==> src/cfg_header_pkg.sv <==
// Constants, field layout and timing figures for the configuration header bank
//
// How it works
// Word zero returns fixed part code high and maker code low, read only.
// A cleared command half-word leaves only configuration cycles answered.
// Command bits without a function read zero whatever is written.
// Address or data parity error sets the detected flag regardless of enables.
// Driving the system error pin sets the signaled system error flag.
// Own master transfer ending in master abort sets its flag.
// Own master transfer ended by target abort sets its flag.
// Address parity error as target ends in target abort and sets flag.
// Select timing reads 01; claims are asserted with medium timing.
// Master parity flag set only with parity response on, on PERR events.
// Fast back-to-back capability reads one; target accepts such transfers.
// System error pin is driven only while its enable bit is one.
// Parity errors are reported only while parity response bit is one.
// Bus requests and master transfers only while bus master bit is one.
// Memory accesses claimed only while memory space bit is one.
// Class code reads fixed 0x040000, a multimedia video device.
// Low byte of word two is a fixed silicon revision code.
// Writable latency timer, reset zero; after expiry end when grant removed.
// Header type byte always reads 0x00.
// Upper 20 base address bits are writable and place the window.
// Low 12 base address bits read 0x008: prefetchable 4 KB window.
// Writing one clears a sticky status flag; writing zero leaves it.
// Configuration cycle answered only with select high and address bits 00.
// Writes to fixed or unused bits are dropped; unused bits read zero.
// Writable bits clear to zero at reset.
// Memory access claimed when address bits 31 to 12 match the base.

package cfg_header_pkg;

    // ----------------------------------------------------------------
    // Register byte offsets
    // ----------------------------------------------------------------
    localparam logic [7:0] OFS_IDENT = 8'h00;
    localparam logic [7:0] OFS_CMD_STATUS = 8'h04;
    localparam logic [7:0] OFS_REV_CLASS = 8'h08;
    localparam logic [7:0] OFS_LAT_HDR = 8'h0C;
    localparam logic [7:0] OFS_WIN_BASE = 8'h10;

    // ----------------------------------------------------------------
    // Command bit positions and writable mask
    // ----------------------------------------------------------------
    localparam int CMD_MEM_EN_BIT = 1;
    localparam int CMD_MASTER_EN_BIT = 2;
    localparam int CMD_PARITY_EN_BIT = 6;
    localparam int CMD_SERR_EN_BIT = 8;
    localparam logic [15:0] CMD_WR_MASK = 16'h0146;
    localparam logic [15:0] CMD_RESET = 16'h0000;

    // ----------------------------------------------------------------
    // Status: sticky flag index inside the flag vector, and fixed fields
    // ----------------------------------------------------------------
    localparam int FLG_MDPAR = 0;
    localparam int FLG_SIG_TABORT = 1;
    localparam int FLG_RCV_TABORT = 2;
    localparam int FLG_RCV_MABORT = 3;
    localparam int FLG_SIG_SERR = 4;
    localparam int FLG_DET_PERR = 5;
    localparam int NUM_FLAGS = 6;
    localparam logic [1:0] SELECT_TIMING_MEDIUM = 2'h1;
    localparam logic FAST_B2B_CAPABLE = 1'b1;

    // ----------------------------------------------------------------
    // Fixed identification and window fields
    // ----------------------------------------------------------------
    localparam logic [23:0] CLASS_CODE = 24'h040000;
    localparam logic [7:0] HEADER_TYPE = 8'h00;
    localparam logic [7:0] LATENCY_RESET = 8'h00;
    localparam logic [11:0] WIN_LOW_FIXED = 12'h008;
    localparam logic [19:0] WIN_BASE_RESET = 20'h00000;
    localparam int WIN_BASE_LSB = 12;

    // ----------------------------------------------------------------
    // Claim timing: medium select is two clocks after the address phase
    // ----------------------------------------------------------------
    localparam int CLAIM_DELAY_CLOCKS = 2;

endpackage

==> src/latency_if.sv <==
// Carrier between the header bank and its latency timer
`timescale 1ns/1ps
`default_nettype none

interface latency_if;
    logic [7:0] timer_value;
    logic burst_start;
    logic burst_active;
    logic expired;
    logic end_burst;

    // Control side: header bank
    modport ctrl (
        output timer_value,
        output burst_start,
        output burst_active,
        input expired,
        input end_burst
    );

    // Timer side
    modport timer (
        input timer_value,
        input burst_start,
        input burst_active,
        output expired,
        output end_burst
    );
endinterface

`default_nettype wire

==> src/master_latency_timer.sv <==
// Master latency timer with grant pin synchroniser
`timescale 1ns/1ps
`default_nettype none

module master_latency_timer
    import cfg_header_pkg::*;
(
    input wire logic core_clk,
    input wire logic rstn,
    input wire logic gnt_n,
    latency_if.timer lat
);

    logic [7:0] count_reg;
    logic gnt_meta_reg;
    logic gnt_n_sync_reg;

    // ----------------------------------------------------------------
    // Grant pin synchroniser
    // ----------------------------------------------------------------
    always_ff @(posedge core_clk or negedge rstn)
    begin
        if (!rstn)
        begin
            gnt_meta_reg <= 1'b1;
            gnt_n_sync_reg <= 1'b1;
        end
        else
        begin
            gnt_meta_reg <= gnt_n;
            gnt_n_sync_reg <= gnt_meta_reg;
        end
    end

    // Count down in PCI clocks from the programmed value
    always_ff @(posedge core_clk or negedge rstn)
    begin
        if (!rstn)
            count_reg <= 8'h00;
        else if (lat.burst_start)
            count_reg <= lat.timer_value;
        else if (lat.burst_active && count_reg != 8'h00)
            count_reg <= count_reg - 8'h01;
    end

    // Expiry alone never ends a burst; the grant must also be gone
    assign lat.expired = lat.burst_active && !lat.burst_start && count_reg == 8'h00;
    assign lat.end_burst = lat.expired && gnt_n_sync_reg;

    // Checked against the pin two edges back, so a broken synchroniser shows up
    a_lat_end_gnt: assert property (@(posedge core_clk) disable iff (!rstn)
        lat.end_burst |-> lat.burst_active && count_reg == 8'h00 && $past(gnt_n, 2))
        else $error("burst ended before expiry or while granted");

endmodule

`default_nettype wire

==> src/pci_config_header_regs.sv <==
// Type 0 configuration header register bank with enables and error flags
`timescale 1ns/1ps
`default_nettype none

module pci_config_header_regs
    import cfg_header_pkg::*;
#(
    parameter logic [15:0] PART_IDENT = 16'h0A5C, // arbitrary value
    parameter logic [15:0] MAKER_IDENT = 16'h1F2E, // arbitrary value
    parameter logic [7:0] REVISION_CODE = 8'h03 // arbitrary value
)
(
    input wire logic core_clk,
    input wire logic rstn,
    // Configuration access from the target logic
    input wire logic cfg_valid,
    input wire logic cfg_write,
    input wire logic cfg_idsel,
    input wire logic [7:0] cfg_addr,
    input wire logic [3:0] cfg_be_n,
    input wire logic [31:0] cfg_wdata,
    output logic cfg_ack,
    output logic [31:0] cfg_rdata,
    // Memory target decode
    input wire logic mem_addr_phase,
    input wire logic [31:0] mem_addr,
    input wire logic addr_parity_err,
    input wire logic data_parity_err,
    output logic mem_claim,
    output logic tgt_abort,
    output logic [1:0] select_timing,
    output logic fast_b2b_accept,
    // Master side
    input wire logic master_req,
    input wire logic gnt_n,
    input wire logic burst_start,
    input wire logic burst_active,
    input wire logic master_abort,
    input wire logic target_abort_rcvd,
    input wire logic master_read_perr,
    input wire logic master_write_perr_seen,
    output logic bus_req,
    output logic master_end,
    // Error pins and enables
    input wire logic sys_err_req,
    output logic serr_n_out,
    output logic serr_oe,
    output logic perr_n_out,
    output logic perr_oe,
    output logic mem_space_en,
    output logic bus_master_en,
    output logic parity_resp_en,
    output logic serr_en
);

    // ----------------------------------------------------------------
    // Declarations
    // ----------------------------------------------------------------
    logic [15:0] cmd_reg;
    logic [NUM_FLAGS-1:0] flags_reg;
    logic [NUM_FLAGS-1:0] flags_set;
    logic [NUM_FLAGS-1:0] flags_clr;
    logic [7:0] latency_reg;
    logic [19:0] win_base_reg;
    logic [31:0] rdata_next;
    logic [15:0] status_word;
    logic cfg_take;
    logic cfg_wr_take;
    logic addr_hit;
    logic claim_stage_reg;
    logic abort_stage_reg;
    logic claim_reg;
    logic tgt_abort_reg;
    logic serr_drive_next;
    logic serr_drive_reg;
    logic perr_drive_reg;
    logic ack_reg;
    logic [31:0] rdata_reg;

    latency_if lat ();

    // ----------------------------------------------------------------
    // Helpers
    // ----------------------------------------------------------------
    // Byte lane write strobe; enables are active low on the bus
    function automatic logic lane_wr(input logic [3:0] be_n, input int lane);
        lane_wr = !be_n[lane];
    endfunction

    // Base match on the upper twenty address bits
    function automatic logic base_match(input logic [31:0] addr, input logic [19:0] base);
        base_match = addr[31:WIN_BASE_LSB] == base;
    endfunction

    // ----------------------------------------------------------------
    // Configuration cycle acceptance
    // ----------------------------------------------------------------
    // Anything else is left unclaimed so the host sees a master abort
    assign cfg_take = cfg_valid && cfg_idsel && cfg_addr[1:0] == 2'b00;
    assign cfg_wr_take = cfg_take && cfg_write;

    // Command register: only the four functional bits can ever hold a one
    always_ff @(posedge core_clk or negedge rstn)
    begin
        if (!rstn)
            cmd_reg <= CMD_RESET;
        else if (cfg_wr_take && cfg_addr == OFS_CMD_STATUS)
        begin
            if (lane_wr(cfg_be_n, 0))
                cmd_reg[7:0] <= cfg_wdata[7:0] & CMD_WR_MASK[7:0];
            if (lane_wr(cfg_be_n, 1))
                cmd_reg[15:8] <= cfg_wdata[15:8] & CMD_WR_MASK[15:8];
        end
    end

    assign mem_space_en = cmd_reg[CMD_MEM_EN_BIT];
    assign bus_master_en = cmd_reg[CMD_MASTER_EN_BIT];
    assign parity_resp_en = cmd_reg[CMD_PARITY_EN_BIT];
    assign serr_en = cmd_reg[CMD_SERR_EN_BIT];

    // ----------------------------------------------------------------
    // Sticky status flags
    // ----------------------------------------------------------------
    // Event sources for each flag
    always_comb
    begin
        flags_set = '0;
        flags_set[FLG_DET_PERR] = addr_parity_err || data_parity_err;
        flags_set[FLG_SIG_SERR] = serr_drive_next;
        flags_set[FLG_RCV_MABORT] = master_abort;
        flags_set[FLG_RCV_TABORT] = target_abort_rcvd;
        flags_set[FLG_SIG_TABORT] = abort_stage_reg;
        flags_set[FLG_MDPAR] = parity_resp_en
            && (master_read_perr || master_write_perr_seen);
    end

    // Write-one-to-clear masks; flags live in the top byte lane
    always_comb
    begin
        flags_clr = '0;
        if (cfg_wr_take && cfg_addr == OFS_CMD_STATUS && lane_wr(cfg_be_n, 3))
        begin
            flags_clr[FLG_DET_PERR] = cfg_wdata[31];
            flags_clr[FLG_SIG_SERR] = cfg_wdata[30];
            flags_clr[FLG_RCV_MABORT] = cfg_wdata[29];
            flags_clr[FLG_RCV_TABORT] = cfg_wdata[28];
            flags_clr[FLG_SIG_TABORT] = cfg_wdata[27];
            flags_clr[FLG_MDPAR] = cfg_wdata[24];
        end
    end

    // A set in the clearing cycle wins so no event is lost
    always_ff @(posedge core_clk or negedge rstn)
    begin
        if (!rstn)
            flags_reg <= '0;
        else
            flags_reg <= (flags_reg & ~flags_clr) | flags_set;
    end

    assign status_word = {flags_reg[FLG_DET_PERR], flags_reg[FLG_SIG_SERR],
        flags_reg[FLG_RCV_MABORT], flags_reg[FLG_RCV_TABORT],
        flags_reg[FLG_SIG_TABORT], SELECT_TIMING_MEDIUM, flags_reg[FLG_MDPAR],
        FAST_B2B_CAPABLE, 7'h00};

    // ----------------------------------------------------------------
    // Latency timer and window base
    // ----------------------------------------------------------------
    always_ff @(posedge core_clk or negedge rstn)
    begin
        if (!rstn)
            latency_reg <= LATENCY_RESET;
        else if (cfg_wr_take && cfg_addr == OFS_LAT_HDR && lane_wr(cfg_be_n, 1))
            latency_reg <= cfg_wdata[15:8];
    end

    // Low twelve bits are fixed, so writes there are simply dropped
    always_ff @(posedge core_clk or negedge rstn)
    begin
        if (!rstn)
            win_base_reg <= WIN_BASE_RESET;
        else if (cfg_wr_take && cfg_addr == OFS_WIN_BASE)
        begin
            if (lane_wr(cfg_be_n, 1))
                win_base_reg[3:0] <= cfg_wdata[15:12];
            if (lane_wr(cfg_be_n, 2))
                win_base_reg[11:4] <= cfg_wdata[23:16];
            if (lane_wr(cfg_be_n, 3))
                win_base_reg[19:12] <= cfg_wdata[31:24];
        end
    end

    // ----------------------------------------------------------------
    // Read data
    // ----------------------------------------------------------------
    // Whole dword is returned; the host picks its lanes
    always_comb
    begin
        rdata_next = 32'h00000000;
        unique case (cfg_addr)
            OFS_IDENT: rdata_next = {PART_IDENT, MAKER_IDENT};
            OFS_CMD_STATUS: rdata_next = {status_word, cmd_reg};
            OFS_REV_CLASS: rdata_next = {CLASS_CODE, REVISION_CODE};
            OFS_LAT_HDR: rdata_next = {8'h00, HEADER_TYPE, latency_reg, 8'h00};
            OFS_WIN_BASE: rdata_next = {win_base_reg, WIN_LOW_FIXED};
            default: rdata_next = 32'h00000000;
        endcase
    end

    // One-cycle answer; writes to unused space are acknowledged too
    always_ff @(posedge core_clk or negedge rstn)
    begin
        if (!rstn)
        begin
            ack_reg <= 1'b0;
            rdata_reg <= 32'h00000000;
        end
        else
        begin
            ack_reg <= cfg_take;
            if (cfg_take && !cfg_write)
                rdata_reg <= rdata_next;
        end
    end

    assign cfg_ack = ack_reg;
    assign cfg_rdata = rdata_reg;

    // ----------------------------------------------------------------
    // Memory target decode
    // ----------------------------------------------------------------
    // Only memory space enabled gives a hit, so a zero command means no claim
    assign addr_hit = mem_addr_phase && mem_space_en
        && base_match(mem_addr, win_base_reg);

    // Two-stage pipe gives medium select timing
    always_ff @(posedge core_clk or negedge rstn)
    begin
        if (!rstn)
        begin
            claim_stage_reg <= 1'b0;
            abort_stage_reg <= 1'b0;
            claim_reg <= 1'b0;
            tgt_abort_reg <= 1'b0;
        end
        else
        begin
            claim_stage_reg <= addr_hit;
            abort_stage_reg <= addr_hit && addr_parity_err;
            claim_reg <= claim_stage_reg;
            tgt_abort_reg <= abort_stage_reg;
        end
    end

    assign mem_claim = claim_reg;
    assign tgt_abort = tgt_abort_reg;
    assign select_timing = SELECT_TIMING_MEDIUM;
    // Target decode keeps no idle-cycle requirement between transfers
    assign fast_b2b_accept = FAST_B2B_CAPABLE;

    // ----------------------------------------------------------------
    // Error pin drivers (open drain: enable high while pulling low)
    // ----------------------------------------------------------------
    assign serr_drive_next = serr_en
        && (sys_err_req || (addr_parity_err && parity_resp_en));

    always_ff @(posedge core_clk or negedge rstn)
    begin
        if (!rstn)
        begin
            serr_drive_reg <= 1'b0;
            perr_drive_reg <= 1'b0;
        end
        else
        begin
            serr_drive_reg <= serr_drive_next;
            perr_drive_reg <= parity_resp_en && data_parity_err;
        end
    end

    assign serr_oe = serr_drive_reg;
    assign serr_n_out = !serr_drive_reg;
    assign perr_oe = perr_drive_reg;
    assign perr_n_out = !perr_drive_reg;

    // ----------------------------------------------------------------
    // Master gating and latency timer
    // ----------------------------------------------------------------
    assign bus_req = master_req && bus_master_en;
    assign lat.timer_value = latency_reg;
    assign lat.burst_start = burst_start && bus_master_en;
    assign lat.burst_active = burst_active;
    assign master_end = lat.end_burst;

    master_latency_timer u_timer (
        .core_clk(core_clk),
        .rstn(rstn),
        .gnt_n(gnt_n),
        .lat(lat.timer)
    );

    // ----------------------------------------------------------------
    // Checks
    // ----------------------------------------------------------------
    a_ident_read: assert property (@(posedge core_clk) disable iff (!rstn)
        cfg_take && !cfg_write && cfg_addr == OFS_IDENT
        |=> cfg_ack && cfg_rdata == {PART_IDENT, MAKER_IDENT})
        else $error("identity word wrong");

    a_cmd_unused_zero: assert property (@(posedge core_clk) disable iff (!rstn)
        (cmd_reg & ~CMD_WR_MASK) == 16'h0000)
        else $error("unused command bit set");

    a_perr_flag_set: assert property (@(posedge core_clk) disable iff (!rstn)
        addr_parity_err || data_parity_err |=> flags_reg[FLG_DET_PERR])
        else $error("detected parity flag missed");

    a_serr_sets_flag: assert property (@(posedge core_clk) disable iff (!rstn)
        $rose(serr_oe) |-> flags_reg[FLG_SIG_SERR])
        else $error("system error flag not set");

    a_mabort_flag: assert property (@(posedge core_clk) disable iff (!rstn)
        master_abort |=> flags_reg[FLG_RCV_MABORT])
        else $error("master abort flag missed");

    a_tabort_rcv_flag: assert property (@(posedge core_clk) disable iff (!rstn)
        target_abort_rcvd |=> flags_reg[FLG_RCV_TABORT])
        else $error("received target abort flag missed");

    a_addr_perr_abort: assert property (@(posedge core_clk) disable iff (!rstn)
        addr_hit && addr_parity_err |-> ##2 tgt_abort && flags_reg[FLG_SIG_TABORT])
        else $error("address parity error did not abort");

    a_claim_medium: assert property (@(posedge core_clk) disable iff (!rstn)
        addr_hit |=> !mem_claim ##1 mem_claim)
        else $error("claim not at medium timing");

    a_mdpar_gated: assert property (@(posedge core_clk) disable iff (!rstn)
        $rose(flags_reg[FLG_MDPAR]) |-> $past(parity_resp_en))
        else $error("master parity flag set while disabled");

    a_serr_gated: assert property (@(posedge core_clk) disable iff (!rstn)
        serr_oe |-> $past(serr_en) && !serr_n_out)
        else $error("system error driven while disabled");

    a_perr_gated: assert property (@(posedge core_clk) disable iff (!rstn)
        perr_oe |-> $past(parity_resp_en) && $past(data_parity_err))
        else $error("parity reported while disabled");

    a_master_gated: assert property (@(posedge core_clk) disable iff (!rstn)
        bus_req |-> bus_master_en && master_req)
        else $error("bus request while master disabled");

    a_claim_gated: assert property (@(posedge core_clk) disable iff (!rstn)
        mem_claim |-> $past(mem_space_en, 2))
        else $error("claim while memory space disabled");

    a_w1c_clear: assert property (@(posedge core_clk) disable iff (!rstn)
        flags_clr[FLG_RCV_MABORT] && !master_abort |=> !flags_reg[FLG_RCV_MABORT])
        else $error("write one did not clear flag");

    a_cfg_ignored: assert property (@(posedge core_clk) disable iff (!rstn)
        cfg_valid && (!cfg_idsel || cfg_addr[1:0] != 2'b00) |=> !cfg_ack)
        else $error("ignored cycle was answered");

endmodule

`default_nettype wire

==> config.mk <==
export PLATFORM = sky130hd
export DESIGN_NAME = pci_config_header_regs
export DESIGN_NICKNAME = d
export VERILOG_FILES = /design/src/cfg_header_pkg.sv /design/src/latency_if.sv /design/src/master_latency_timer.sv /design/src/pci_config_header_regs.sv
export SDC_FILE = /design/constraint.sdc
export NUM_CORES = 1
export LEC_CHECK = 0
export BUFFER_PORTS_ARGS = -buffer_cell sky130_fd_sc_hd__buf_2
export CORE_ASPECT_RATIO = 1.2
export CORE_MARGIN = 1
export CORE_UTILIZATION = 35
export CTS_BUF_LIST = sky130_fd_sc_hd__clkbuf_8 sky130_fd_sc_hd__clkbuf_16
export DETAILED_ROUTE_END_ITERATION = 16
export SYNTH_ARGS = -nofsm -noshare
export SYNTH_HDL_FRONTEND = slang
export SYNTH_SLANG_ARGS = --single-unit
==> constraint.sdc <==
create_clock -name core_clk -period 1.85 [get_ports core_clk]
set_clock_uncertainty 0.05 [all_clocks]
set_input_delay 0.37 -clock core_clk [delete_from_list [all_inputs] [get_ports core_clk]]
set_output_delay 0.37 -clock core_clk [all_outputs]
set_load 0.02 [all_outputs]
==> results of run 1 <==
[cells by family (layout without fill, tap and decap cells)]
group,after synthesis,after routing
and+or+nand+nor,106,106
DFF,85,85
AOI/OAI and AO/OA,73,73
muxes,37,37
buffers and inverters,31,189
xor gates and xnor gates,22,22
adders and majority gates,2,2
other,2,5
[layer usage]
metal  global-route usage [%]  up-vias  part of all wire, %
li1                         -     1587                    -
met1                     23.3     1526                   44
met4                     5.88        0                  1.1
met3                     5.20        8                  5.0
met2                     31.8       88                   50
met5                        0        -                    0
[report_power, final]
| group | switching [mW] | total [mW] | internal (mW) |
|---|---|---|---|
| sequential | 0.116 | 2.07 | 1.96 |
| combinational | 0.368 | 0.768 | 0.401 |
| clock | 0.729 | 1.81 | 1.08 |
[stage by stage]
step / total power [mW] / cells / hold slack [ns]
detailed placement: 2.75 / 632 / 0.299
global route: 4.89 / 651 / 0.0552
finish: 4.65 / 651 / 0.00384
CTS: 4.67 / 651 / 0.0369
global placement: 2.73 / 632 / 0.289
floorplan: 2.45 / 361 / 0.0244
[path summary, 6_finish.rpt]
check                                      from                      to  slack, ns  depth (start not counted)
setup / recovery           u_timer.count_reg[0]              master_end      -0.01                          6
hold / removal                             rstn            cfg_rdata[9]      0.004                          2
setup reg to reg           u_timer.count_reg[1]    u_timer.count_reg[4]       0.04                          7
hold reg to reg            u_timer.gnt_meta_reg  u_timer.gnt_n_sync_reg       0.31                          0
max in group asynchronous                  rstn    u_timer.gnt_meta_reg       1.36                          2
min in group core_clk                     gnt_n    u_timer.gnt_meta_reg       0.08                          1
[what timing repair did]
action,CTS,global route
buffers inserted,3,0
setup endpoints to repair,2,6
hold buffers,0,0
resized for setup,5,3
pin swaps,2,1
[final cells by class]
type / count / share of cell area (%)
Tap cell: 132 / 3.10
Clock buffer: 10 / 4.49
Timing Repair Buffer: 158 / 17.3
Clock inverter: 6 / 1.15
Multi-Input combinational cell: 245 / 32.9
Sequential cell: 85 / 40.0
Inverter: 15 / 1.06
[cell usage after synthesis (7+ instances only)]
| library cell | instances |
|---|---|
| sky130_fd_sc_hd__dfrtp_1 | 83 |
| sky130_fd_sc_hd__nand2_1 | 33 |
| sky130_fd_sc_hd__mux2_2 | 30 |
| sky130_fd_sc_hd__nor2_1 | 24 |
| sky130_fd_sc_hd__xnor2_1 | 22 |
| sky130_fd_sc_hd__o21ai_0 | 21 |
| sky130_fd_sc_hd__a21oi_1 | 18 |
| sky130_fd_sc_hd__inv_1 | 14 |
| sky130_fd_sc_hd__nor3_1 | 10 |
| sky130_fd_sc_hd__clkbuf_1 | 9 |
| sky130_fd_sc_hd__a22oi_1 | 8 |
| sky130_fd_sc_hd__a31oi_1 | 7 |
==> results, run 1 <==
- The I/O pin count is 141.
- The flip-flop count of the largest register after layout is 30.
- Setup repair after global routing could not meet its margin everywhere.
- The maximum clock frequency is 537 MHz.
- Setup violations remaining at the end of the flow were counted as 1.
- The tightest min-delay check is of the in2async type.
- The number of distinct library cell variants in the gate-level netlist after synthesis is 47.
- The checks that failed: setup timing.
- The maximum number of pins on one net before global-route repair is 86.
- The dominant combinational cell family by area after synthesis is simple AND/OR/NAND/NOR gates.
- The number of clock buffers inserted by TritonCTS is 9.
- In this run the standard cell core region covers 11000 µm².
- Summing the areas of all xor and xnor instances in the mapped netlist gives 4.87% of the synthesized area.
- The most common cell after layout, fill and taps aside is sky130_fd_sc_hd__buf_2.
- The number of synthesized register bits is 85.
- STA classifies the critical path endpoint as an output pin.
- STA puts the critical path data arrival time at 1.44 ns.
- Once layout is done, the placed cells without fillers occupy 5330 µm².
- The antenna diode instance count is 0.
- OpenSTA, run right after detailed placement, puts the worst setup slack at -0.238 ns.
- The most used flip-flop cell after synthesis is sky130_fd_sc_hd__dfrtp_1.
- The wire length of the first global-routing pass is 16700 µm.
- The later-pin clock latency in the skew report is 0.34 ns.
- The die is 118 µm tall.
- The number of routed nets with antenna violations is 0.
- TritonCTS built the clock tree.
- In the final layout, the share of cells above drive strength 1 is 44.3%.
- The cell with the biggest individual delay on the critical path is sky130_fd_sc_hd__dfrtp_1.
- In the synthesized netlist, mux cells make up 10.7% of the area.
- The starting DRC count in detailed routing is 104.
- The half-perimeter wire length after placement is 7940 µm.
- In the final routed layout, each cell accounts on average for 16.0 µm.
- In this run the core area contains 42 standard-cell rows.
- The H-tree was split into 3 levels.
- Measured on the finished design, the core utilization comes to 48.3%.
- The sink count of the clock tree is 85.
- The final net count is 609.
- STA classifies the critical path startpoint as a flip-flop.
- The critical path goes through inv_2 -> ha_4 -> nor3b_4 -> nand2_1 -> nor2_1 -> buf_4.
- Once the floorplan was initialized, standard cells occupied 35.8% of the core.
- In this run, synthesis inferred 0 flip-flops with an integrated enable.
- The cell area that synthesis handed to floorplanning was 3960 µm².
- The die is 99.0 µm wide.
- Clock tree synthesis selected as its root buffer the cell sky130_fd_sc_hd__clkbuf_16.
- Counting both buffers and inverters, the worst setup path holds a total of 2.
- The worst setup path category is reg2out.
- The synthesized design devotes to its leading area cell type 52.5% of total area.
- The minimum period implied by the final worst setup slack is 1.86 ns.
- The reported leakage power is 2.58 nW.
- The max-cap violation count is 0.
- At the worst endpoint, the required time is 1.43 ns.
- The post-synthesis to final-layout area growth is 34.7%.
- In the routed layout, each cell is associated on average with a via count of 4.93.
- The largest single stage delay on the critical path is 0.39 ns.
- Dividing the final minimum period by the clock period gives 101%.
- The number of hold-slack violations in the final timing report is 0.
- Wires add up to 10400 µm.
- The fraction of registers with async set/reset is 100%.
- The number of global-route vias before repair was 3358.
- Port buffering added 118 buffers.
- Yosys printed 0 warnings.
- The congestion estimate from routability-driven global placement came to 0.811.
- The total overflow reported by the global router is 0.
- The detailed-router iteration count before antenna repair is 4.
- The multi-input combinational cells in the finished layout cover a total of 1750 µm².
- The average cell area after synthesis is 11.0 µm².
- Measured against its own limit, the worst slew margin works out to 65.3%.
- The via count is 3209.
- The die covers 11700 µm².
- IR analysis of the VDD net gives a maximum drop of 0.000437 V.
- The synthesized instance count is 358.
- The number of max-slew violations in the final report is 0.
- The number of design rule violations left after detail routing is 0.
- Adding up every negative setup slack in the final design gives -0.0127 ns.
- The synthesized-area fraction occupied by ao, oa, aoi and oai cells is 11.4%.
- The buffer depth of the longest clock path is 2.
- The placed instances occupy a cell area of 4960 µm².
- The number of antenna violations at the first check in global routing was 0.
- The flow ran to the end, but the final reports show violations.
- Power spread over the standard cell area amounts to 873 nW/µm².
- The synthesized netlist devotes 0.633% of its cell area to adder and majority cells.
- The largest area contributor in the netlist is sky130_fd_sc_hd__dfrtp_1.
- Summing the areas of all and, or, nand and nor instances in the mapped netlist gives 14.8% of the synthesized area.
- The final worst-path setup slack is -0.0127 ns.
- The top cell types in the final layout, fill and taps aside, are sky130_fd_sc_hd__buf_2, sky130_fd_sc_hd__dfrtp_1, sky130_fd_sc_hd__buf_4, sky130_fd_sc_hd__nand2_1, sky130_fd_sc_hd__mux2_2.
- The maximum fanout along the worst path is 3.
- The gate family responsible for the most delay along the worst path is flip-flops.
- The share of the Yosys chip area taken by registers is 53.8%.
- The clock transition at the registers of the reported paths is 0.06 ns.
- Global routing used 18.9% of the available tracks.
- Summing all flip-flop and latch instances after layout gives 2130 µm².
- The layout has 1051 filler cells.
- For the pin with the worst max-slew slack, the measured transition is 0.507 ns.
- Yosys attributes the largest share of cell area to sky130_fd_sc_hd__dfrtp_1, sky130_fd_sc_hd__mux2_2, sky130_fd_sc_hd__xnor2_1, sky130_fd_sc_hd__nand2_1, sky130_fd_sc_hd__o21ai_0.
No activity file was read; power rests on OpenSTA's default activity.
==> inputs of run 2 (changes only) <==
--- a/config.mk
+++ b/config.mk
@@ -8,9 +8,10 @@
 export BUFFER_PORTS_ARGS = -buffer_cell sky130_fd_sc_hd__buf_2
 export CORE_ASPECT_RATIO = 1.2
 export CORE_MARGIN = 1
-export CORE_UTILIZATION = 35
+export CORE_UTILIZATION = 45
 export CTS_BUF_LIST = sky130_fd_sc_hd__clkbuf_8 sky130_fd_sc_hd__clkbuf_16
 export DETAILED_ROUTE_END_ITERATION = 16
+export PLACE_DENSITY = 0.87
 export SYNTH_ARGS = -nofsm -noshare
 export SYNTH_HDL_FRONTEND = slang
 export SYNTH_SLANG_ARGS = --single-unit
==> results, run 2 (same netlist as run 1, synthesis figures left out) <==
- Outcome: finished with violations (unchanged).
- Violated checks: setup timing (unchanged).
- The critical register-to-register path endpoint is u_timer.count_reg[4] (unchanged).
- The data arrival time of the critical path is 1.52 ns (was 1.44 ns).
- The maximum fanout along the worst path is 3 (unchanged).
- The overall die area is 9170 µm² (was 11700 µm²).
- The finished layout cell area was 5250 µm² (was 5330 µm²).
- The worst path required time was 1.43 ns (about the same).
- The starting DRC count in detailed routing came to 196 (was 104).
- The category of the worst setup path launch point is a flip-flop (unchanged).
- The most common cell after layout, fill and taps aside is sky130_fd_sc_hd__buf_2 (unchanged).
- The share of power burned in registers is 48.3% (was 44.6%).
- The number of clock buffers inserted by TritonCTS was 9 (unchanged).
- The number of setup violations in the final report is 2 (was 1).
- The number of max-slew violations in the final report came to 0 (unchanged).
- The internal power summed over all cells came to 3.07 mW (was 3.44 mW).
- The routed wire length is 10900 µm (was 10400 µm).
- The worst setup path category was reg2out (unchanged).
- The final worst hold slack is 0.0559 ns (was 0.00384 ns).
- The delay of the slowest critical-path stage came to 0.40 ns (was 0.39 ns).
- The worst slew margin relative to its limit was 65.5% (was 65.3%).
- The net switching share of the total power was 28.7% (was 26.1%).
- For hold timing, the worst endpoint is u_timer.gnt_meta_reg.
- The sink count of the clock tree is 85 (unchanged).
- The cell depth of the worst min-delay path is 1.
- The reported leakage power came to 2.55 nW (was 2.58 nW).
- The worst-margin pin slew is 0.505 ns (was 0.507 ns).
- The power density over the cells is 820 nW/µm² (was 873 nW/µm²).
- The final net count came to 612 (was 609).
- The number of port buffers came to 118 (unchanged).
- The minimum period implied by the final worst setup slack was 1.94 ns (was 1.86 ns).
- The buffers plus inverters on the worst setup path is 2 (unchanged).
- The starting density of the core came to 46.2% (was 35.8%).
- The worst setup slack for register-to-register paths is -0.08 ns (was 0.04 ns).
- The row count is 37 (was 42).
- The placer congestion estimate came to 0.857 (was 0.811).
- The core area is 8560 µm² (was 11000 µm²).
- The number of hold-slack violations in the final timing report is 0 (unchanged).
- The number of inserted filler cells in the final layout is 729 (was 1051).
- The cell with the biggest individual delay on the critical path is sky130_fd_sc_hd__dfrtp_1 (unchanged).
- The flip-flop count of the largest register after layout is 30 (unchanged).
- The peak supply drop is 0.000408 V (was 0.000437 V).
- The worst slack at placement is -0.232 ns (was -0.238 ns).
- The via count is 3377 (was 3209).
- The half-perimeter wire length after placement came to 8300 µm (was 7940 µm).
- The later-pin clock latency in the skew report is 0.36 ns (was 0.34 ns).
- Ordered cell list for the critical path: inv_2 -> ha_4 -> nor3b_4 -> nand2_1 -> nor2_2 -> buf_6 (was inv_2 -> ha_4 -> nor3b_4 -> nand2_1 -> nor2_1 -> buf_4).
- The final worst-path setup slack is -0.0873 ns (was -0.0127 ns).
- The number of global-route vias before repair is 3581 (was 3358).
- The fraction of the cycle the final worst path needs was 105% (was 101%).
- The antenna diode instance count is 0 (unchanged).
- RSZ-0062 raised after global routing: yes (unchanged).
- The power consumption is 4.31 mW (was 4.65 mW).
- The post-synthesis to final-layout area growth is 32.8% (was 34.7%).
- The clock transition at the registers of the reported paths was 0.10 ns (was 0.06 ns).
- The number of routed nets with antenna violations was 0 (unchanged).
- The source of the worst hold timing path is gnt_n.
- The width of the die is 87.6 µm (was 99.0 µm).
- Leading cell types in the layout, fill and taps excluded: sky130_fd_sc_hd__buf_2, sky130_fd_sc_hd__dfrtp_1, sky130_fd_sc_hd__buf_4, sky130_fd_sc_hd__nand2_1, sky130_fd_sc_hd__mux2_2 (unchanged).
- The combinational power share is 19.8% (was 16.5%).
- The endpoint type of the worst setup path is an output pin (unchanged).
- The class of the tightest hold or removal check is in2reg (was in2async).
- The routed via count divided by cell count is 5.28 (was 4.93).
- The number of antenna violations at the first check in global routing is 0 (unchanged).
- The depth of the worst register-to-register path is 8 (was 7).
- The wire length per cell was 17.1 µm (was 16.0 µm).
- The maximum clock frequency is 516 MHz (was 537 MHz).
- The clock root buffer is sky130_fd_sc_hd__clkbuf_8 (was sky130_fd_sc_hd__clkbuf_16).
- The wire length of the first global-routing pass was 17500 µm (was 16700 µm).
- The portion of total power attributed to the clock network is 31.8% (was 38.9%).
- The total overflow reported by the global router is 0 (unchanged).
- The launching point of the worst reg2reg path is u_timer.count_reg[1] (unchanged).
- The number of design rule violations left after detail routing came to 0 (unchanged).
- The switching power total is 1.23 mW (was 1.21 mW).
- The floorplan die height came to 105 µm (was 118 µm).
- The level count of the clock H-tree is 3 (unchanged).
- The ratio of cells with drive above 1 in the final layout came to 44.6% (was 44.3%).
- The clock tree from TritonCTS was yes (unchanged).
- The maximum number of pins on one net before global-route repair was 44 (was 86).
- The gate family responsible for the most delay along the worst path is flip-flops (unchanged).
- The placed instance area is 4920 µm² (was 4960 µm²).
- The total track usage is 25.6% (was 18.9%).
- The I/O pin count is 141 (unchanged).
- The max-cap violation count is 0 (unchanged).
- The buffer depth of the longest clock path is 2 (unchanged).
- The detailed-router iteration count before antenna repair was 4 (unchanged).
-- run 2: cell types whose count changed in the layout (fill, tap and decap cells not counted) --
| cell | before | now |
|---|---|---|
| sky130_fd_sc_hd__or4b_2 | 1 | 0 |
| sky130_fd_sc_hd__dlygate4sd3_1 | 0 | 1 |
| sky130_fd_sc_hd__buf_4 | 40 | 41 |
| sky130_fd_sc_hd__nor2_2 | 0 | 1 |
| sky130_fd_sc_hd__clkinv_4 | 0 | 2 |
| sky130_fd_sc_hd__clkbuf_16 | 9 | 0 |
| sky130_fd_sc_hd__clkinvlp_4 | 1 | 2 |
| sky130_fd_sc_hd__or4b_4 | 1 | 2 |
| sky130_fd_sc_hd__buf_6 | 0 | 1 |
| sky130_fd_sc_hd__clkbuf_8 | 1 | 10 |
| sky130_fd_sc_hd__nor2_1 | 24 | 23 |
| sky130_fd_sc_hd__clkinv_2 | 3 | 0 |
-- run 2: per-layer routing --
layer | vias up | GRT usage, % | wire [µm] | part of all wire [%]
met5 | - | 0 | 0 | 0
li1 | 1577 | - | - | -
met1 | 1663 | 29.0 | 4200 | 38
met2 | 112 | 45.8 | 5840 | 53
met4 | 0 | 12.6 | 302 | 2.8
met3 | 25 | 4.19 | 580 | 5.3
-- run 2: worst max path at each step --
stage | startpoint | endpoint | slack, ns | depth (start not counted)
global route | u_timer.count_reg[0] | master_end | -0.19 | 6
finish | u_timer.count_reg[0] | master_end | -0.09 | 6
global placement | cfg_addr[4] | cmd_reg[6] | -0.21 | 5
floorplan | cfg_addr[4] | cmd_reg[1] | -0.22 | 5
detailed placement | cfg_addr[4] | cmd_reg[1] | -0.23 | 5
CTS | u_timer.count_reg[0] | master_end | -0.07 | 6
-- run 2: power groups by stage --
| stage | Clock, mW | Sequential (mW) | Combinational [mW] |
|---|---|---|---|
| finish | 1.37 | 2.08 | 0.854 |
| CTS | 1.39 | 2.07 | 0.823 |
| global placement | 0 | 2.07 | 0.638 |
| global route | 1.45 | 2.09 | 0.935 |
| floorplan | 0 | 2.07 | 0.382 |
| detailed placement | 0 | 2.09 | 0.681 |
-- run 2: per-stage QoR --
| step | util, % | TNS [ns] | instances |
|---|---|---|---|
| after floorplan | - | -4.64 | 361 |
| after global placement | 57.5 | -4.79 | 615 |
| after detailed placement | 57.5 | -7.66 | 615 |
| after CTS | 61.1 | -0.0682 | 638 |
| after global routing | 61.3 | -0.338 | 639 |
| final | 61.3 | -0.168 | 639 |
-- run 2: final cells by class --
class / instances / area, µm² / area share [%]
clock inverters: 6 / 71.3 / 1.36
flip-flops and latches: 85 / 2130 / 40.6
inverters: 15 / 56.3 / 1.07
clock buffers: 10 / 138 / 2.62
well taps: 117 / 146 / 2.79
repair buffers: 161 / 950 / 18.1
multi-input cells: 245 / 1760 / 33.5
-- run 2: timing repair --
| item | CTS | global route |
|---|---|---|
| hold buffers | 1 | 0 |
| endpoints found under the hold margin | 13 | 0 |
| resized for setup | 8 | 3 |
| setup buffers | 6 | 1 |
| setup endpoints to repair | 3 | 3 |
| pin swaps | 2 | 1 |
| cloned | 0 | 0 |
==> inputs of run 3 (changes only) <==
--- a/config.mk
+++ b/config.mk
@@ -5,13 +5,14 @@
 export SDC_FILE = /design/constraint.sdc
 export NUM_CORES = 1
 export LEC_CHECK = 0
+export ABC_AREA = 1
 export BUFFER_PORTS_ARGS = -buffer_cell sky130_fd_sc_hd__buf_2
 export CORE_ASPECT_RATIO = 1.2
 export CORE_MARGIN = 1
-export CORE_UTILIZATION = 45
+export CORE_UTILIZATION = 25
 export CTS_BUF_LIST = sky130_fd_sc_hd__clkbuf_8 sky130_fd_sc_hd__clkbuf_16
 export DETAILED_ROUTE_END_ITERATION = 16
-export PLACE_DENSITY = 0.87
+export PLACE_DENSITY = 0.58
 export SYNTH_ARGS = -nofsm -noshare
 export SYNTH_HDL_FRONTEND = slang
 export SYNTH_SLANG_ARGS = --single-unit
==> results, run 3 <==
- The share of power burned in registers was 40.4% (was 48.3%).
- The core area is 17000 µm² (was 8560 µm²).
- The number of clock buffers inserted by TritonCTS is 9 (unchanged).
- The area of the multi-input gates came to 1870 µm² (was 1760 µm²).
- The wire length of the first global-routing pass is 20500 µm (was 17500 µm).
- The combinational power share is 18.9% (was 19.8%).
- The number of synthesized flops with an enable pin is 0 (unchanged).
- The via count is 3968 (was 3377).
- The fraction of met2 tracks used by global routing is 25.3% (was 45.8%).
- The maximum clock frequency is 544 MHz (was 516 MHz).
- RSZ-0062 raised after global routing: yes (unchanged).
- The most common cell after layout, fill and taps aside is sky130_fd_sc_hd__nand2_1 (was sky130_fd_sc_hd__buf_2).
- The final worst-path setup slack was 0.0119 ns (was -0.0873 ns).
- The total overflow reported by the global router is 0 (unchanged).
- The buffer depth of the longest clock path is 2 (unchanged).
- The worst path required time is 1.43 ns (about the same).
- The minimum period implied by the final worst setup slack was 1.84 ns (was 1.94 ns).
- The flip-flop count of the largest register after layout is 30 (unchanged).
- Leading cell types in the layout, fill and taps excluded: sky130_fd_sc_hd__nand2_1, sky130_fd_sc_hd__buf_2, sky130_fd_sc_hd__inv_1, sky130_fd_sc_hd__dfrtp_1, sky130_fd_sc_hd__o21ai_0 (was sky130_fd_sc_hd__buf_2, sky130_fd_sc_hd__dfrtp_1, sky130_fd_sc_hd__buf_4, sky130_fd_sc_hd__nand2_1, sky130_fd_sc_hd__mux2_2).
- The level count of the clock H-tree is 3 (unchanged).
- The floorplan die height is 147 µm (was 105 µm).
- The worst slack at placement is 0.0375 ns (was -0.232 ns).
- Top cell types by occurrence after synthesis: sky130_fd_sc_hd__nand2_1, sky130_fd_sc_hd__inv_1, sky130_fd_sc_hd__dfrtp_1 (was sky130_fd_sc_hd__dfrtp_1, sky130_fd_sc_hd__nand2_1, sky130_fd_sc_hd__mux2_2).
- The overall die area is 18200 µm² (was 9170 µm²).
- The dominant cell by count in the synthesized netlist is sky130_fd_sc_hd__nand2_1 (was sky130_fd_sc_hd__dfrtp_1).
- The met3 routing resource usage after global routing is 3.59% (was 4.19%).
- The synthesized instance count is 568 (was 358).
- The cell with the biggest individual delay on the critical path was sky130_fd_sc_hd__dfrtp_1 (unchanged).
- The number of inserted filler cells in the final layout is 1862 (was 729).
- The clock tree from TritonCTS is yes (unchanged).
- The final worst hold slack is 0.0690 ns (was 0.0559 ns).
- The sink count of the clock tree is 85 (unchanged).
- The average cell area after synthesis was 7.76 µm² (was 11.0 µm²).
- The routed via count divided by cell count is 4.25 (was 5.28).
- The half-perimeter wire length after placement is 9840 µm (was 8300 µm).
- The cell area after technology mapping was 4410 µm² (was 3960 µm²).
- The number of design rule violations left after detail routing is 0 (unchanged).
- The clock transition at the registers of the reported paths was 0.06 ns (was 0.10 ns).
- The routed wire length is 12800 µm (was 10900 µm).
- The post-synthesis to final-layout area growth is 31.3% (was 32.8%).
- The flip-flop cell with the highest count after synthesis is sky130_fd_sc_hd__dfrtp_1 (unchanged).
- The clock root buffer is sky130_fd_sc_hd__clkbuf_16 (was sky130_fd_sc_hd__clkbuf_8).
- The worst setup path category is reg2out (unchanged).
- The number of antenna violations at the first check in global routing came to 2 (was 0).
- The peak supply drop is 0.000389 V (was 0.000408 V).
- Outcome: finished clean (was finished with violations).
- The internal power summed over all cells is 3.62 mW (was 3.07 mW).
- The fraction of registers with async set/reset is 100% (unchanged).
- Cell types with the largest area share after synthesis: sky130_fd_sc_hd__dfrtp_1, sky130_fd_sc_hd__nand2_1, sky130_fd_sc_hd__inv_1, sky130_fd_sc_hd__o21ai_2, sky130_fd_sc_hd__o21ai_0 (was sky130_fd_sc_hd__dfrtp_1, sky130_fd_sc_hd__mux2_2, sky130_fd_sc_hd__xnor2_1, sky130_fd_sc_hd__nand2_1, sky130_fd_sc_hd__o21ai_0).
- The delay of the slowest critical-path stage is 0.39 ns (was 0.40 ns).
- The number of global-route vias before repair is 3918 (was 3581).
- The portion of total power attributed to the clock network was 40.7% (was 31.8%).
- The data arrival time of the critical path came to 1.42 ns (was 1.52 ns).
- The starting density of the core is 25.9% (was 46.2%).
- The fraction of the cycle the final worst path needs came to 99.4% (was 105%).
- The ratio of cells with drive above 1 in the final layout is 29.6% (was 44.6%).
- The number of port buffers is 118 (unchanged).
- The max-cap violation count came to 0 (unchanged).
- The switching power total came to 1.40 mW (was 1.23 mW).
- The row count is 52 (was 37).
- The width of the die is 123 µm (was 87.6 µm).
- The number of synthesis warnings is 0 (unchanged).
- The net switching share of the total power was 27.9% (was 28.7%).
- The total track usage is 15.2% (was 25.6%).
- The largest area contributor in the netlist is sky130_fd_sc_hd__dfrtp_1 (unchanged).
- The starting DRC count in detailed routing is 167 (was 196).
- The met1 global-route usage is 18.8% (was 29.0%).
- The maximum fanout along the worst path is 3 (unchanged).
- The detailed-router iteration count before antenna repair is 5 (was 4).
- The number of setup violations in the final report is 0 (was 2).
- The number of synthesized register bits came to 85 (unchanged).
- The maximum number of pins on one net before global-route repair was 40 (was 44).
- The area share of the leading cell type in the synthesized netlist is 47.1% (was 52.5%).
- The share of the yosys chip area belonging to registers was 48.3% (was 53.8%).
- The category of the worst setup path launch point is a flip-flop (unchanged).
- The reported leakage power was 3.30 nW (was 2.55 nW).
- The final net count is 806 (was 612).
- Ordered cell list for the critical path: inv_2 -> ha_4 -> nand2_4 -> nor4b_4 -> buf_4 (was inv_2 -> ha_4 -> nor3b_4 -> nand2_1 -> nor2_2 -> buf_6).
- The later-pin clock latency in the skew report came to 0.35 ns (was 0.36 ns).
- The wire length per cell came to 13.7 µm (was 17.1 µm).
- The power density over the cells is 867 nW/µm² (was 820 nW/µm²).
- The placer congestion estimate is 0.839 (was 0.857).
- The number of hold-slack violations in the final timing report came to 0 (unchanged).
- The number of routed nets with antenna violations is 0 (unchanged).
- The class of the tightest hold or removal check is in2reg (unchanged).
- The register cell area after layout is 2130 µm² (about the same).
- The I/O pin count is 141 (unchanged).
- The number of max-slew violations in the final report is 0 (unchanged).
- The endpoint type of the worst setup path is an output pin (unchanged).
- The global routing's busiest layer is met2 (unchanged).
- The number of distinct library cell variants in the gate-level netlist after synthesis is 34 (was 47).
run 3: changes by cell type in the layout (fill, tap and decap cells not counted), moves of 16 or more:
cell | previous run | this run
sky130_fd_sc_hd__inv_1 | 12 | 90
sky130_fd_sc_hd__mux2_2 | 30 | 0
sky130_fd_sc_hd__nand2_1 | 33 | 221
sky130_fd_sc_hd__nand3_1 | 3 | 28
sky130_fd_sc_hd__o21ai_2 | 0 | 24
sky130_fd_sc_hd__xnor2_1 | 22 | 6
run 3: worst paths after layout:
check | from | cells past startpoint | slack (ns) | to
min | gnt_n | 1 | 0.07 | u_timer.gnt_meta_reg
max in group asynchronous | rstn | 3 | 0.66 | cfg_rdata[18]
max reg2reg | u_timer.count_reg[0] | 7 | 0.34 | u_timer.count_reg[3]
min reg2reg | u_timer.gnt_meta_reg | 0 | 0.31 | u_timer.gnt_n_sync_reg
min in group asynchronous | rstn | 2 | 0.44 | win_base_reg[15]
max | u_timer.count_reg[0] | 5 | 0.01 | master_end
run 3: power by group through the flow:
stage                     registers, mW  clock network, mW  logic [mW]
after floorplan                    2.06                  0       0.480
after detailed placement           2.07                  0       0.718
after CTS                          2.03               2.10       0.921
final                              2.03               2.04       0.948
after global placement             2.07                  0       0.703
after global routing               2.04               2.16        1.07
run 3: area by class of cell:
| type | count | area share [%] |
|---|---|---|
| Clock inverter | 6 | 1.62 |
| Inverter | 95 | 6.16 |
| Clock buffer | 10 | 4.13 |
| Sequential cell | 85 | 36.8 |
| Tap cell | 216 | 4.67 |
| Antenna cell | 1 | 0.0433 |
| Timing Repair Buffer | 145 | 14.3 |
| Multi-Input combinational cell | 375 | 32.3 |
run 3: cells by family after synthesis:
family,after synthesis,share of synthesized area [%]
compound gates,63,9.42
xor+xnor,7,1.39
fa+ha+maj,2,0.568
buf+inv,111,10.7
flops,85,48.3
other cells,2,0.170
simple gates,298,29.4
run 3: worst max-delay path: cells and delay by family (launching register included):
family | cells | cell delay (ns)
flip-flops | 1 | 0.39
adder cells (fa/ha/maj) | 1 | 0.15
buffers and inverters | 2 | 0.28
AND/OR/NAND/NOR | 2 | 0.26
run 3: per-layer routing:
| layer | up-vias | share of wire [%] |
|---|---|---|
| met5 | - | 0.078 |
| met4 | 2 | 2.4 |
| met3 | 23 | 5.3 |
| met1 | 1837 | 42 |
| li1 | 2008 | - |
| met2 | 98 | 50 |
run 3: what timing repair did:
action | CTS | global route
pin swaps | 6 | 1
setup endpoints to repair | 1 | 1
endpoints found under the hold margin | 21 | 0
gates resized for setup | 14 | 1
hold buffers | 1 | 0
buffers inserted | 8 | 1
run 3: through the flow:
step / power [mW] / cell area (µm²) / std cells / utilization [%] / setup TNS, ns
2_1_floorplan: 2.54 / 4430 / 571 / - / 0
3_3_place_gp: 2.77 / 5330 / 906 / 31.2 / 0
3_5_place_dp: 2.79 / 5330 / 906 / 31.2 / 0
4_1_cts: 5.05 / 5770 / 931 / 33.8 / -0.00652
5_1_grt: 5.27 / 5790 / 933 / 33.9 / -0.0409
6_report: 5.02 / 5790 / 933 / 33.9 / 0
